==> src/ssm_pkg.sv <==
// Constants and types shared by the spread-spectrum modulator files.
// Assumes a single 200 MHz system clock and a synchronous reset.
package ssm_pkg;
  // Register map.
  localparam int ADDR_W = 8;
  localparam logic [7:0] ADDR_SPREAD_CONFIG = 8'h00;
  // Field positions of spread_config.
  localparam int EN_BIT = 31;
  localparam int MODE_BIT = 30;
  localparam int AMPL_MSB = 23;
  localparam int AMPL_LSB = 16;
  localparam int STEP_MSB = 15;
  localparam int STEP_LSB = 0;
  localparam logic [31:0] CFG_WRITE_MASK = 32'hc0ff_ffff;
  // Reset values.
  localparam logic RESET_EN = 1'h0;
  localparam logic RESET_MODE = 1'h0;
  localparam logic [7:0] RESET_AMPL = 8'h51;
  localparam logic [15:0] RESET_STEP = 16'h2b8c;
  localparam logic [31:0] RESET_CONFIG = {RESET_EN, RESET_MODE, 6'h00,
    RESET_AMPL, RESET_STEP};
  // Spread direction codes.
  localparam logic MODE_DOWN = 1'h0;
  localparam logic MODE_CENTER = 1'h1;
  // Ramp update tick: system clock divided by eight.
  localparam int TICK_DIV = 8;
  localparam int TICK_CNT_W = 3;
  localparam logic [2:0] TICK_LAST = 3'(TICK_DIV - 1);
  // Accumulator scaling: amplitude LSB moved into step units.
  localparam int AMPL_SHIFT = 15;
  localparam int ACC_W = 25;

  typedef enum logic [1:0] {
    RAMP_IDLE = 2'b00,
    RAMP_FALL = 2'b01,
    RAMP_RISE = 2'b10
  } ssm_ramp_state_type;

  // Converts an amplitude code to an accumulator limit.
  function automatic logic signed [ACC_W-1:0] ssm_limit(
    input logic [7:0] ampl);
    ssm_limit = $signed({2'h0, ampl, 15'h0000});
  endfunction : ssm_limit
endpackage : ssm_pkg

==> src/ssm_modulator.sv <==
// Spread-spectrum modulator: configuration register, enable sequencing
// and the frequency offset fed to the first fractional divider.
// Assumes register access and the nonvolatile load come from logic on
// the same clock, and that the divider adds div_offset to its ratio.
`timescale 1ns/1ps
`default_nettype none
module ssm_modulator (
  input wire logic clock,
  input wire logic srst,
  input wire logic reg_wr,
  input wire logic reg_rd,
  input wire logic [ssm_pkg::ADDR_W-1:0] reg_addr,
  input wire logic [31:0] reg_wdata,
  input wire logic nvm_load,
  input wire logic [31:0] nvm_data,
  input wire logic phase_align,
  input wire logic second_en,
  output logic [31:0] reg_rdata,
  output logic signed [ssm_pkg::ACC_W-1:0] div_offset,
  output logic mod_active,
  output logic ramp_rising,
  output logic second_start,
  output logic align_order_err
);
  import ssm_pkg::*;

  logic [31:0] cfg_ff;
  logic [31:0] nxt_cfg;
  logic cfg_load;
  logic [31:0] rdata_ff;
  logic signed [ACC_W-1:0] offset_ff;
  logic active_ff;
  logic rising_ff;
  logic start_ff;
  logic order_err_ff;
  logic wr_hit;
  logic en_rise;
  logic tick;
  logic signed [ACC_W-1:0] ramp_acc;
  ssm_ramp_state_type ramp_state;
  logic signed [ACC_W-1:0] lim;
  logic signed [ACC_W-1:0] dn;
  logic signed [ACC_W-1:0] up;

  assign wr_hit = reg_wr && (reg_addr == ADDR_SPREAD_CONFIG);
  assign cfg_load = nvm_load || wr_hit;
  // The startup load takes priority over a coincident serial write.
  assign nxt_cfg = (nvm_load ? nvm_data : reg_wdata) & CFG_WRITE_MASK;
  assign en_rise = cfg_load && nxt_cfg[EN_BIT] && !cfg_ff[EN_BIT];

  // Configuration register.
  always_ff @(posedge clock) begin
    if (srst) begin
      cfg_ff <= RESET_CONFIG;
    end else if (cfg_load) begin
      cfg_ff <= nxt_cfg;
    end
  end

  // Register read port; unmapped addresses read as zero.
  always_ff @(posedge clock) begin
    if (srst) begin
      rdata_ff <= '0;
    end else if (reg_rd) begin
      if (reg_addr == ADDR_SPREAD_CONFIG) begin
        rdata_ff <= cfg_ff;
      end else begin
        rdata_ff <= '0;
      end
    end
  end

  // With phase_align set, the second channel starts with the first channel's enable.
  always_ff @(posedge clock) begin
    if (srst) begin
      start_ff <= 1'b0;
    end else begin
      start_ff <= phase_align && en_rise;
    end
  end

  // Flags a serial enable that came before the second channel's enable.
  always_ff @(posedge clock) begin
    if (srst) begin
      order_err_ff <= 1'b0;
    end else if (phase_align && en_rise && !nvm_load && !second_en) begin
      order_err_ff <= 1'b1;
    end else if (cfg_load && !nxt_cfg[EN_BIT]) begin
      order_err_ff <= 1'b0;
    end
  end

  ssm_tick_div u_tick (
    .clock(clock),
    .srst(srst),
    .run(cfg_ff[EN_BIT]),
    .tick(tick)
  );

  ssm_ramp u_ramp (
    .clock(clock),
    .srst(srst),
    .run(cfg_ff[EN_BIT]),
    .tick(tick),
    .center(cfg_ff[MODE_BIT]),
    .ampl(cfg_ff[AMPL_MSB:AMPL_LSB]),
    .step(cfg_ff[STEP_MSB:STEP_LSB]),
    .acc(ramp_acc),
    .state(ramp_state)
  );

  // Offset and status outputs.
  always_ff @(posedge clock) begin
    if (srst) begin
      offset_ff <= '0;
      active_ff <= 1'b0;
      rising_ff <= 1'b0;
    end else begin
      offset_ff <= cfg_ff[EN_BIT] ? ramp_acc : '0;
      active_ff <= cfg_ff[EN_BIT];
      rising_ff <= (ramp_state == RAMP_RISE);
    end
  end

  assign reg_rdata = rdata_ff;
  assign div_offset = offset_ff;
  assign mod_active = active_ff;
  assign ramp_rising = rising_ff;
  assign second_start = start_ff;
  assign align_order_err = order_err_ff;

  // Helper values for checking the ramp.
  assign lim = ssm_limit(cfg_ff[AMPL_MSB:AMPL_LSB]);
  assign dn = ramp_acc - $signed({9'h000, cfg_ff[STEP_MSB:STEP_LSB]});
  assign up = ramp_acc + $signed({9'h000, cfg_ff[STEP_MSB:STEP_LSB]});

  chk_offset_off: assert property (
    @(posedge clock) disable iff (srst)
    !cfg_ff[EN_BIT] |=> (div_offset == '0))
    else $error("Offset nonzero while modulation disabled.");

  chk_offset_follow: assert property (
    @(posedge clock) disable iff (srst)
    cfg_ff[EN_BIT] |=> (div_offset == $past(ramp_acc)))
    else $error("Offset does not follow the ramp.");

  chk_second_start: assert property (
    @(posedge clock) disable iff (srst)
    $rose(cfg_ff[EN_BIT]) && $past(phase_align) |-> second_start)
    else $error("Second channel not started with enable.");

  chk_start_cause: assert property (
    @(posedge clock) disable iff (srst)
    second_start |-> $rose(cfg_ff[EN_BIT]) ##1 !second_start)
    else $error("Second channel start without enable rise.");

  chk_order_flag: assert property (
    @(posedge clock) disable iff (srst)
    $rose(align_order_err) |->
      $past(phase_align && !second_en && !nvm_load) &&
      $rose(cfg_ff[EN_BIT]))
    else $error("Order fault raised without a cause.");

  chk_nvm_order: assert property (
    @(posedge clock) disable iff (srst)
    nvm_load && !align_order_err |=> !align_order_err)
    else $error("Startup load raised an order fault.");

  chk_down_top: assert property (
    @(posedge clock) disable iff (srst)
    tick && cfg_ff[MODE_BIT] == MODE_DOWN && ramp_acc <= 0 &&
      !cfg_load |=> ramp_acc <= 0)
    else $error("Down spread ramp went above zero.");

  chk_lower_bound: assert property (
    @(posedge clock) disable iff (srst)
    tick && ramp_acc >= -lim && !cfg_load |=> ramp_acc >= -$past(lim))
    else $error("Ramp passed the lower limit.");

  chk_center_top: assert property (
    @(posedge clock) disable iff (srst)
    tick && cfg_ff[MODE_BIT] == MODE_CENTER && ramp_acc <= lim &&
      !cfg_load |=> ramp_acc <= $past(lim))
    else $error("Center spread ramp passed the upper limit.");

  chk_tick_period: assert property (
    @(posedge clock) disable iff (srst || !cfg_ff[EN_BIT] || cfg_load)
    tick |=> (!tick) [*7] ##1 tick)
    else $error("Ramp tick period is not eight clocks.");

  chk_reset_cfg: assert property (
    @(posedge clock) disable iff (srst)
    $fell(srst) |-> (cfg_ff == RESET_CONFIG))
    else $error("Configuration reset value wrong.");

  chk_fall_turn: assert property (
    @(posedge clock) disable iff (srst)
    tick && cfg_ff[EN_BIT] && !cfg_load && ramp_state == RAMP_FALL &&
      dn <= -lim |=> ramp_state == RAMP_RISE && ramp_acc == -$past(lim))
    else $error("Ramp did not turn at the lower limit.");

  chk_rise_turn: assert property (
    @(posedge clock) disable iff (srst)
    tick && cfg_ff[EN_BIT] && !cfg_load && ramp_state == RAMP_RISE &&
      cfg_ff[MODE_BIT] == MODE_DOWN && up >= 0 |=>
      ramp_state == RAMP_FALL && ramp_acc == 0)
    else $error("Ramp did not turn at the upper limit.");

  chk_idle_zero: assert property (
    @(posedge clock) disable iff (srst)
    !cfg_ff[EN_BIT] |=> ramp_acc == 0 && ramp_state == RAMP_IDLE)
    else $error("Ramp not held at zero while disabled.");

  chk_start_down: assert property (
    @(posedge clock) disable iff (srst)
    $rose(cfg_ff[EN_BIT]) && !cfg_load |=> ramp_state == RAMP_FALL)
    else $error("Ramp did not start downward.");
endmodule : ssm_modulator
`default_nettype wire

==> src/ssm_tick_div.sv <==
// Divide-by-eight tick generator for ramp updates.
// Assumes run comes from logic on the same clock.
`timescale 1ns/1ps
`default_nettype none
module ssm_tick_div (
  input wire logic clock,
  input wire logic srst,
  input wire logic run,
  output logic tick
);
  import ssm_pkg::*;

  logic [TICK_CNT_W-1:0] cnt_ff;
  logic tick_ff;

  // Counter restarts whenever the ramp stops, so ticks align to enable.
  always_ff @(posedge clock) begin
    if (srst || !run) begin
      cnt_ff <= '0;
      tick_ff <= 1'b0;
    end else begin
      cnt_ff <= cnt_ff + 3'h1;
      tick_ff <= (cnt_ff == TICK_LAST);
    end
  end

  assign tick = tick_ff;
endmodule : ssm_tick_div
`default_nettype wire

==> src/ssm_ramp.sv <==
// Triangular ramp accumulator between programmable limits.
// Assumes tick is a one-cycle enable from the tick divider.
`timescale 1ns/1ps
`default_nettype none
module ssm_ramp (
  input wire logic clock,
  input wire logic srst,
  input wire logic run,
  input wire logic tick,
  input wire logic center,
  input wire logic [7:0] ampl,
  input wire logic [15:0] step,
  output logic signed [ssm_pkg::ACC_W-1:0] acc,
  output ssm_pkg::ssm_ramp_state_type state
);
  import ssm_pkg::*;

  logic signed [ACC_W-1:0] acc_ff;
  ssm_ramp_state_type state_ff;
  logic signed [ACC_W-1:0] lim;
  logic signed [ACC_W-1:0] top;
  logic signed [ACC_W-1:0] stp;
  logic signed [ACC_W-1:0] dn;
  logic signed [ACC_W-1:0] up;

  assign lim = ssm_limit(ampl);
  assign top = (center == MODE_CENTER) ? lim : '0;
  assign stp = $signed({9'h000, step});
  assign dn = acc_ff - stp;
  assign up = acc_ff + stp;

  always_ff @(posedge clock) begin
    if (srst || !run) begin
      acc_ff <= '0;
      state_ff <= RAMP_IDLE;
    end else begin
      unique case (state_ff)
        RAMP_IDLE: begin
          state_ff <= RAMP_FALL;
        end
        RAMP_FALL: begin
          if (tick) begin
            if (dn <= -lim) begin
              acc_ff <= -lim;
              state_ff <= RAMP_RISE;
            end else begin
              acc_ff <= dn;
            end
          end
        end
        RAMP_RISE: begin
          if (tick) begin
            if (up >= top) begin
              acc_ff <= top;
              state_ff <= RAMP_FALL;
            end else begin
              acc_ff <= up;
            end
          end
        end
        default: begin
          state_ff <= RAMP_IDLE;
        end
      endcase
    end
  end

  assign acc = acc_ff;
  assign state = state_ff;
endmodule : ssm_ramp
`default_nettype wire

==> config.mk <==
export PLATFORM = sky130hd
export DESIGN_NAME = ssm_modulator
export DESIGN_NICKNAME = d
export VERILOG_FILES = /design/src/ssm_pkg.sv /design/src/ssm_modulator.sv /design/src/ssm_tick_div.sv /design/src/ssm_ramp.sv
export SDC_FILE = /design/constraint.sdc
export NUM_CORES = 1
export LEC_CHECK = 0
export BUFFER_PORTS_ARGS = -buffer_cell sky130_fd_sc_hd__buf_2
export CORE_MARGIN = 1.5
export CORE_UTILIZATION = 57
export DETAILED_ROUTE_END_ITERATION = 8
export PLACE_DENSITY = 0.89
export SETUP_SLACK_MARGIN = 0.1
export SLEW_MARGIN = 5
export SYNTH_ARGS = -nofsm -noshare
export SYNTH_HDL_FRONTEND = slang
export SYNTH_SLANG_ARGS = --single-unit
export TNS_END_PERCENT = 20
==> constraint.sdc <==
create_clock -name clock -period 5.2 [get_ports clock]
set_clock_uncertainty 0.1 [all_clocks]
set_input_delay 0.52 -clock clock [delete_from_list [all_inputs] [get_ports clock]]
set_output_delay 0.52 -clock clock [all_outputs]
set_load 0.01 [all_outputs]
==> reports/qor.yml, run 1 <==
status:
  result_of_the_run: "finished, violations left"
  failed_checks: "negative setup slack"
timing:
  report.final.slew_viol_count: 0
  setup_ws_ns: -0.165
  finalSetupTns_ns: -0.165
  tightestPinTransition_ns: 1.13
  max-slew-margin-rel: 0.244
  timing.final.hold_violations: 0
  unrepaired_setup_endpoints_after_global_routing: "yes"
  setup-violations-final: 1
  timing.final.crit_period_ns: 5.37
  post-route-period-util: 1.03
  maximum_frequency_from_static_timing_analysis_mhz: 186
yosys:
  syn-mean-instance-area_um2: 8.06
  synth-edff-count: 0
  yosys_warnings: 0
  synth_async_sr_flop_share: 0
  post_synthesis_sequential_area_ratio: 0.298
  yosys_most_used_dff: "dfxtp_1"
  synth.distinct_cells: 79
  synthesis.area_mm2: 0.00753
  post_synth_inst_count: 934
  synth_seq_cells: 112
floorplan:
  die-height_um: 118
  fp-row-count: 41
  dieWidth_um: 118
  placeableCoreArea_mm2: 0.0128
  initial_core_util: 0.589
  die_area_mm2: 0.0139
  boundaryPins: 140
grt:
  grt_pass1_vias: 7540
  antenna_found_initial: 1
  grt_first_pass_wirelength_um: 37100
  largest_net_degree_at_the_start_of_global_routing: 56
  track_usage: 0.333
  global_route.overflow_total: 0
finish:
  syn_to_final_growth_pct: 30.4
  drive_gt1_frac: 0.304
  final-instance-count-excl-fill: 1324
  finalNetCount: 1280
  layout.core_utilization: 0.768
  multi_input_area_mm2: 0.00524
  filler_cell_count: 821
  mostFrequentLayoutCells: "buf_4 (134), buf_2 (121), dfxtp_1 (107)"
  mostFrequentLayoutCell: "buf_4"
  register_area_mm2: 0.00225
  final_area_mm2: 0.00982
clock_tree:
  tritoncts: "yes"
  cts_inserted_buffers: 9
  insertion_delay_ns: 0.37
  cts.reportedPaths.clkPinSlew_ns: 0.07
  htree_num_levels: 3
  cts_root_buffer: "clkbuf_16"
  cts-root-to-sink-buffers: 2
  cts.sink_count: 112
power:
  max_rail_drop_vdd_mv: 0.208
  power.share.sequential: 0.459
  switchingPower_uw: 568
  sw_frac_of_total: 0.292
  leakagePower_uw: 0.00442
  cellInternalPower_uw: 1380
  pwr-share-comb: 0.203
  clock_power_share: 0.338
  report.power.total_uw: 1950
  powerDensity_mw_per_mm2: 198
drt:
  postRouteAntennaNets: 0
  drc_errors: 0
  firstDrtPassIters: 7
  detail_route.iter0.violations: 1068
  num_vias: 8208
  routed_via_density: 6.20
  route.detailed.wl_per_inst_um: 18.9
  route.final.wire_length_um: 25000
worst_setup_path:
  critPathMostFrequentCell: "buf_4"
  endpoint_kind: "flop"
  crit_path_top_delay_cell: "or4_4"
  critical_path.max_fanout: 6
  crit_required_ns: 5.35
  start_kind: "flop"
  crit_path_cell_trace: "buf_4 -> ha_4 -> inv_2 -> fa_2 -> o21ba_4 -> or4_4 -> a311oi_4 -> o21ai_2 -> a21bo_2 -> nor2_4 -> xor2_2 -> ha_1 -> buf_4 -> a2111oi_2 -> o21ai_0 -> a221oi_1 -> buf_4 -> o211ai_4 -> o21a_1 -> buf_4 -> o221a_1 -> a211oi_1"
  r2r_start: "u_ramp.acc[0]$_SDFFE_PP0P_"
  arrival_ns: 5.52
  crit_path_start: "u_ramp.acc[0]$_SDFFE_PP0P_"
  setup.worst_path.class: "reg -> reg"
  max_stage_delay_ns: 0.44
place:
  detailed_place_hpwl_um: 17300
  dp.cells: 1289
  placed_area_mm2: 0.00900
  place.gp.congestion: 0.985
  place.port_buffers: 121
flow_run:
  max_cap_violations: 0
hold_path:
  min_from: "u_tick.cnt_ff[0]$_SDFF_PP0_"
  min-delay-path-class: "reg -> reg"
kinds of logic after synthesis:
group                    synth area share
XOR/XNOR                           0.0395
AND/OR/NAND/NOR                     0.232
AO/OA/AOI/OAI                       0.232
other                            0.000498
buffers and inverters              0.0625
multiplexers                       0.0427
adder cells (fa/ha/maj)            0.0934
flip-flops                          0.298
sequential cells by signal, indices dropped and copies added (netlist names):
name / flops
second_start: 1
reg_rdata: 26
mod_active: 1
align_order_err: 1
u_tick.tick: 1
u_ramp.acc: 25
u_ramp.state: 2
u_tick.cnt_ff: 3
cfg_ff: 26
ramp_rising: 1
div_offset: 25
worst max-delay path: cells and delay by family, from the launching register on:
family                   cells  cell delay [ns]
AO/OA/AOI/OAI               11             2.58
adder cells (fa/ha/maj)      3             0.77
buffers and inverters        5             0.68
AND/OR/NAND/NOR              2             0.55
flip-flops                   1             0.36
XOR/XNOR                     1             0.22
power groups by stage:
stage	Sequential (uW)	Combinational [uW]	Clock, uW
3_3_place_gp	911	334	0
3_5_place_dp	912	342	0
5_1_grt	895	422	695
6_report	894	395	658
4_1_cts	892	357	658
2_1_floorplan	907	213	0
cells in the mapped netlist (4+ instances only):
library cell | count | area share
o21ai_0 | 49 | 0.033
o31a_1 | 4 | 0.0047
o31ai_1 | 4 | 0.0040
clkbuf_1 | 47 | 0.023
nand2b_1 | 44 | 0.037
nor3_1 | 19 | 0.013
a211oi_1 | 33 | 0.033
a211o_1 | 4 | 0.0047
and3_1 | 9 | 0.0075
a21oi_1 | 68 | 0.045
buf_2 | 7 | 0.0047
a21o_1 | 8 | 0.0080
a22oi_1 | 4 | 0.0040
a31oi_1 | 10 | 0.0083
dfxtp_1 | 112 | 0.30
or3_1 | 9 | 0.0075
o211ai_1 | 10 | 0.010
buf_4 | 8 | 0.0080
o21a_1 | 9 | 0.0090
xnor2_1 | 23 | 0.027
nand2_1 | 45 | 0.022
nand4_1 | 8 | 0.0066
nor2_1 | 70 | 0.035
mux2i_1 | 31 | 0.041
xor2_1 | 11 | 0.013
a221oi_1 | 7 | 0.0081
or2_2 | 10 | 0.0083
nor4_1 | 10 | 0.0083
nand3_1 | 41 | 0.027
ha_1 | 53 | 0.088
nor2b_1 | 11 | 0.0091
and2_1 | 34 | 0.028
inv_1 | 48 | 0.024
o21ai_1 | 6 | 0.0040
metal layers:
layer	up-vias	GRT usage	routed length, um
li1	3746	-	-
met5	-	0	0
met3	110	0.0795	2700
met4	0	0.113	922
met2	594	0.542	11600
met1	3758	0.433	9800
worst paths after layout:
kind	end	slack, ns	cells after the start
setup reg to reg	u_ramp.acc[1]$_SDFFE_PP0P_	-0.17	22
setup / recovery	u_ramp.acc[1]$_SDFFE_PP0P_	-0.17	22
hold / removal	u_tick.cnt_ff[0]$_SDFF_PP0_	0.32	1
hold reg to reg	u_tick.cnt_ff[0]$_SDFF_PP0_	0.32	1
layout make-up:
class / count / share of cell area
multi-input combinational: 715 / 0.533
sequential: 112 / 0.229
timing repair buffer: 260 / 0.170
clock buffer: 12 / 0.0241
tap: 172 / 0.0219
inverter: 48 / 0.0184
clock inverter: 4 / 0.00306
antenna: 1 / 0.000255
per-stage QoR:
| step | worst slack, ns | hold WS, ns |
|---|---|---|
| after floorplan | 0.423 | 0.299 |
| after global placement | -0.188 | 0.312 |
| after detailed placement | -0.274 | 0.314 |
| after CTS | 0.0579 | 0.324 |
| after global routing | -0.295 | 0.362 |
| final | -0.165 | 0.318 |
what timing repair did:
action / 4_1_cts / 5_1_grt
hold buffers: 0 / 0
gates cloned: 1 / 0
gates resized for setup: 29 / 49
pin swaps: 17 / 29
buffers inserted: 6 / 11
endpoints found under the setup margin: 27 / 27
(Power assumes the default switching activity.)
==> inputs of run 2 (changes only) <==
--- a/config.mk
+++ b/config.mk
@@ -7,8 +7,10 @@
 export LEC_CHECK = 0
 export BUFFER_PORTS_ARGS = -buffer_cell sky130_fd_sc_hd__buf_2
+export CELL_PAD_IN_SITES_DETAIL_PLACEMENT = 2
+export CELL_PAD_IN_SITES_GLOBAL_PLACEMENT = 2
 export CORE_MARGIN = 1.5
-export CORE_UTILIZATION = 57
+export CORE_UTILIZATION = 33
 export DETAILED_ROUTE_END_ITERATION = 8
-export PLACE_DENSITY = 0.89
+export PLACE_DENSITY = 0.88
 export SETUP_SLACK_MARGIN = 0.1
 export SLEW_MARGIN = 5
--- a/constraint.sdc
+++ b/constraint.sdc
@@ -3,3 +3,3 @@
 set_input_delay 0.52 -clock clock [delete_from_list [all_inputs] [get_ports clock]]
 set_output_delay 0.52 -clock clock [all_outputs]
-set_load 0.01 [all_outputs]
+set_load 0.05 [all_outputs]
==> run 2 against run 1 <==
Worst hold slack better by 0.054 ns. Largest cell class unchanged. Critical path depth is 2 higher. Critical path type unchanged. The run still ends with negative setup slack left. Sequential cell count did not move. Via count rose by 23%. Wire length is 120% higher.
==> reports/qor.yml, run 2 (synthesis gave the netlist of run 1 again) <==
power:
  switchingPower_uw: 820
  leakagePower_uw: 0.00477
  sw_frac_of_total: 0.363
  cellInternalPower_uw: 1440
  power.share.sequential: 0.400
  max_rail_drop_vdd_mv: 0.172
  pwr-share-comb: 0.253
  powerDensity_mw_per_mm2: 211
  clock_power_share: 0.347
finish:
  drive_gt1_frac: 0.364
  syn_to_final_growth_pct: 41.8
  mostFrequentLayoutCells: "buf_4 (174), buf_2 (121), dfxtp_1 (104)"
  mostFrequentLayoutCell: "buf_4"
  finalNetCount: 1325
  multi_input_area_mm2: 0.00551
  register_area_mm2: 0.00225
  filler_cell_count: 2389
timing:
  report.final.slew_viol_count: 0
  post-route-period-util: 1.23
  setup_ws_ns: -1.17
  setup-violations-final: 27
  timing.final.hold_violations: 0
  timing.final.crit_period_ns: 6.37
  finalSetupTns_ns: -26.96
  maximum_frequency_from_static_timing_analysis_mhz: 157
  timing.hold.ws_ns: 0.371
  tightestPinTransition_ns: 1.44
  unrepaired_setup_endpoints_after_global_routing: "yes"
  max-slew-margin-rel: 0.0381
drt:
  drc_errors: 0
  firstDrtPassIters: 5
  routed_via_density: 6.81
  route.final.wire_length_um: 55200
  postRouteAntennaNets: 0
  route.detailed.wl_per_inst_um: 37.2
  detail_route.iter0.violations: 1106
  num_vias: 10095
clock_tree:
  cts.sink_count: 112
  cts_hold_buf: 0
  cts-root-to-sink-buffers: 2
  htree_num_levels: 3
  cts.reportedPaths.clkPinSlew_ns: 0.09
  insertion_delay_ns: 0.40
  cts_root_buffer: "clkbuf_16"
  cts_inserted_buffers: 9
  tritoncts: "yes"
worst_setup_path:
  crit_path_top_delay_cell: "o311a_1"
  endpoint_kind: "flop"
  critPathMostFrequentCell: "buf_4"
  critical_path.max_fanout: 12
  setup.worst_path.class: "reg -> reg"
  start_kind: "flop"
  crit_required_ns: 5.35
  max_stage_delay_ns: 0.42
  arrival_ns: 6.52
  crit_path_cell_trace: "inv_1 -> ha_1 -> buf_4 -> nor2_4 -> o311ai_2 -> o311a_1 -> o21ai_2 -> o21ai_1 -> or3_1 -> xnor2_2 -> ha_1 -> nand2_1 -> nor4_2 -> buf_4 -> o41ai_2 -> a211oi_2 -> and4_1 -> nand4_1 -> o211ai_4 -> buf_6 -> o21ai_4 -> buf_4 -> a221oi_4 -> nor3_1"
grt:
  grt_pass1_vias: 10679
  antenna_found_initial: 4
  grt_first_pass_wirelength_um: 72400
  largest_net_degree_at_the_start_of_global_routing: 55
  track_usage: 0.414
  global_route.overflow_total: 0
place:
  place.port_buffers: 121
  detailed_place_hpwl_um: 27400
  detailedPlace.worstSlack_ns: -0.850
  place.gp.congestion: 0.904
flow_run:
  max_cap_violations: 0
floorplan:
  placeableCoreArea_mm2: 0.0225
  dieWidth_um: 154
  boundaryPins: 140
  initial_core_util: 0.335
  die-height_um: 154
  fp-row-count: 55
  die_area_mm2: 0.0237
hold_path:
  min-delay-path-class: "reg -> reg"
status:
  failed_checks: "negative setup slack"
  result_of_the_run: "finished, violations left"
==> run 2: power groups by stage <==
stage	combinational [uW]	clock, uW	sequential [uW]
2_1_floorplan	221	0	910
3_3_place_gp	373	0	912
3_5_place_dp	408	0	915
4_1_cts	484	757	897
5_1_grt	571	805	902
6_report	571	784	902
==> run 2: final timing paths <==
| check | startpoint | endpoint | slack (ns) | depth (start not counted) |
|---|---|---|---|---|
| worst max-delay path | cfg_ff[3]$_SDFFE_PP1N_ | u_ramp.acc[6]$_SDFFE_PP0P_ | -1.17 | 24 |
| worst max register to register | cfg_ff[3]$_SDFFE_PP1N_ | u_ramp.acc[6]$_SDFFE_PP0P_ | -1.17 | 24 |
| worst min register to register | u_tick.cnt_ff[0]$_SDFF_PP0_ | u_tick.cnt_ff[0]$_SDFF_PP0_ | 0.37 | 1 |
| worst min-delay path | u_tick.cnt_ff[0]$_SDFF_PP0_ | u_tick.cnt_ff[0]$_SDFF_PP0_ | 0.37 | 1 |
==> run 2: area by class of cell <==
class                   instances  share of cell area
diodes                          1            0.000234
well taps                     285              0.0334
multi-input cells             714               0.516
inverters                      48              0.0169
clock inverters                 5             0.00469
flip-flops and latches        112               0.211
repair buffers                306               0.195
clock buffers                  11              0.0227
==> run 2: per-stage QoR <==
| stage | cells | power (uW) | area (um2) | utilization |
|---|---|---|---|---|
| final | 1482 | 2260 | 10700 | 0.474 |
| after global placement | 1432 | 1280 | 9400 | 0.418 |
| after CTS | 1472 | 2140 | 10400 | 0.460 |
| after floorplan | 939 | 1130 | 7550 | - |
| after detailed placement | 1432 | 1320 | 9400 | 0.418 |
| after global routing | 1481 | 2280 | 10700 | 0.474 |
==> run 2: worst max-delay path: cells and delay by family (launching register included) <==
family / cells / cell delay [ns]
flip-flops: 1 / 0.38
XOR/XNOR: 1 / 0.38
AND/OR/NAND/NOR: 7 / 1.57
adder cells (fa/ha/maj): 2 / 0.65
AO/OA/AOI/OAI: 9 / 2.18
buffers and inverters: 5 / 0.92
==> run 2: timing repair <==
action,CTS,global route
pin swaps,44,18
gates resized for setup,98,32
cloned,1,0
setup endpoints to repair,27,27
setup buffers,23,9
==> run 2: routing by layer <==
layer	part of all wire	global-route usage	vias up
met5	0.00056	0	-
met3	0.11	0.114	442
met4	0.097	0.276	4
met2	0.45	0.683	951
met1	0.34	0.470	4874
li1	-	-	3824
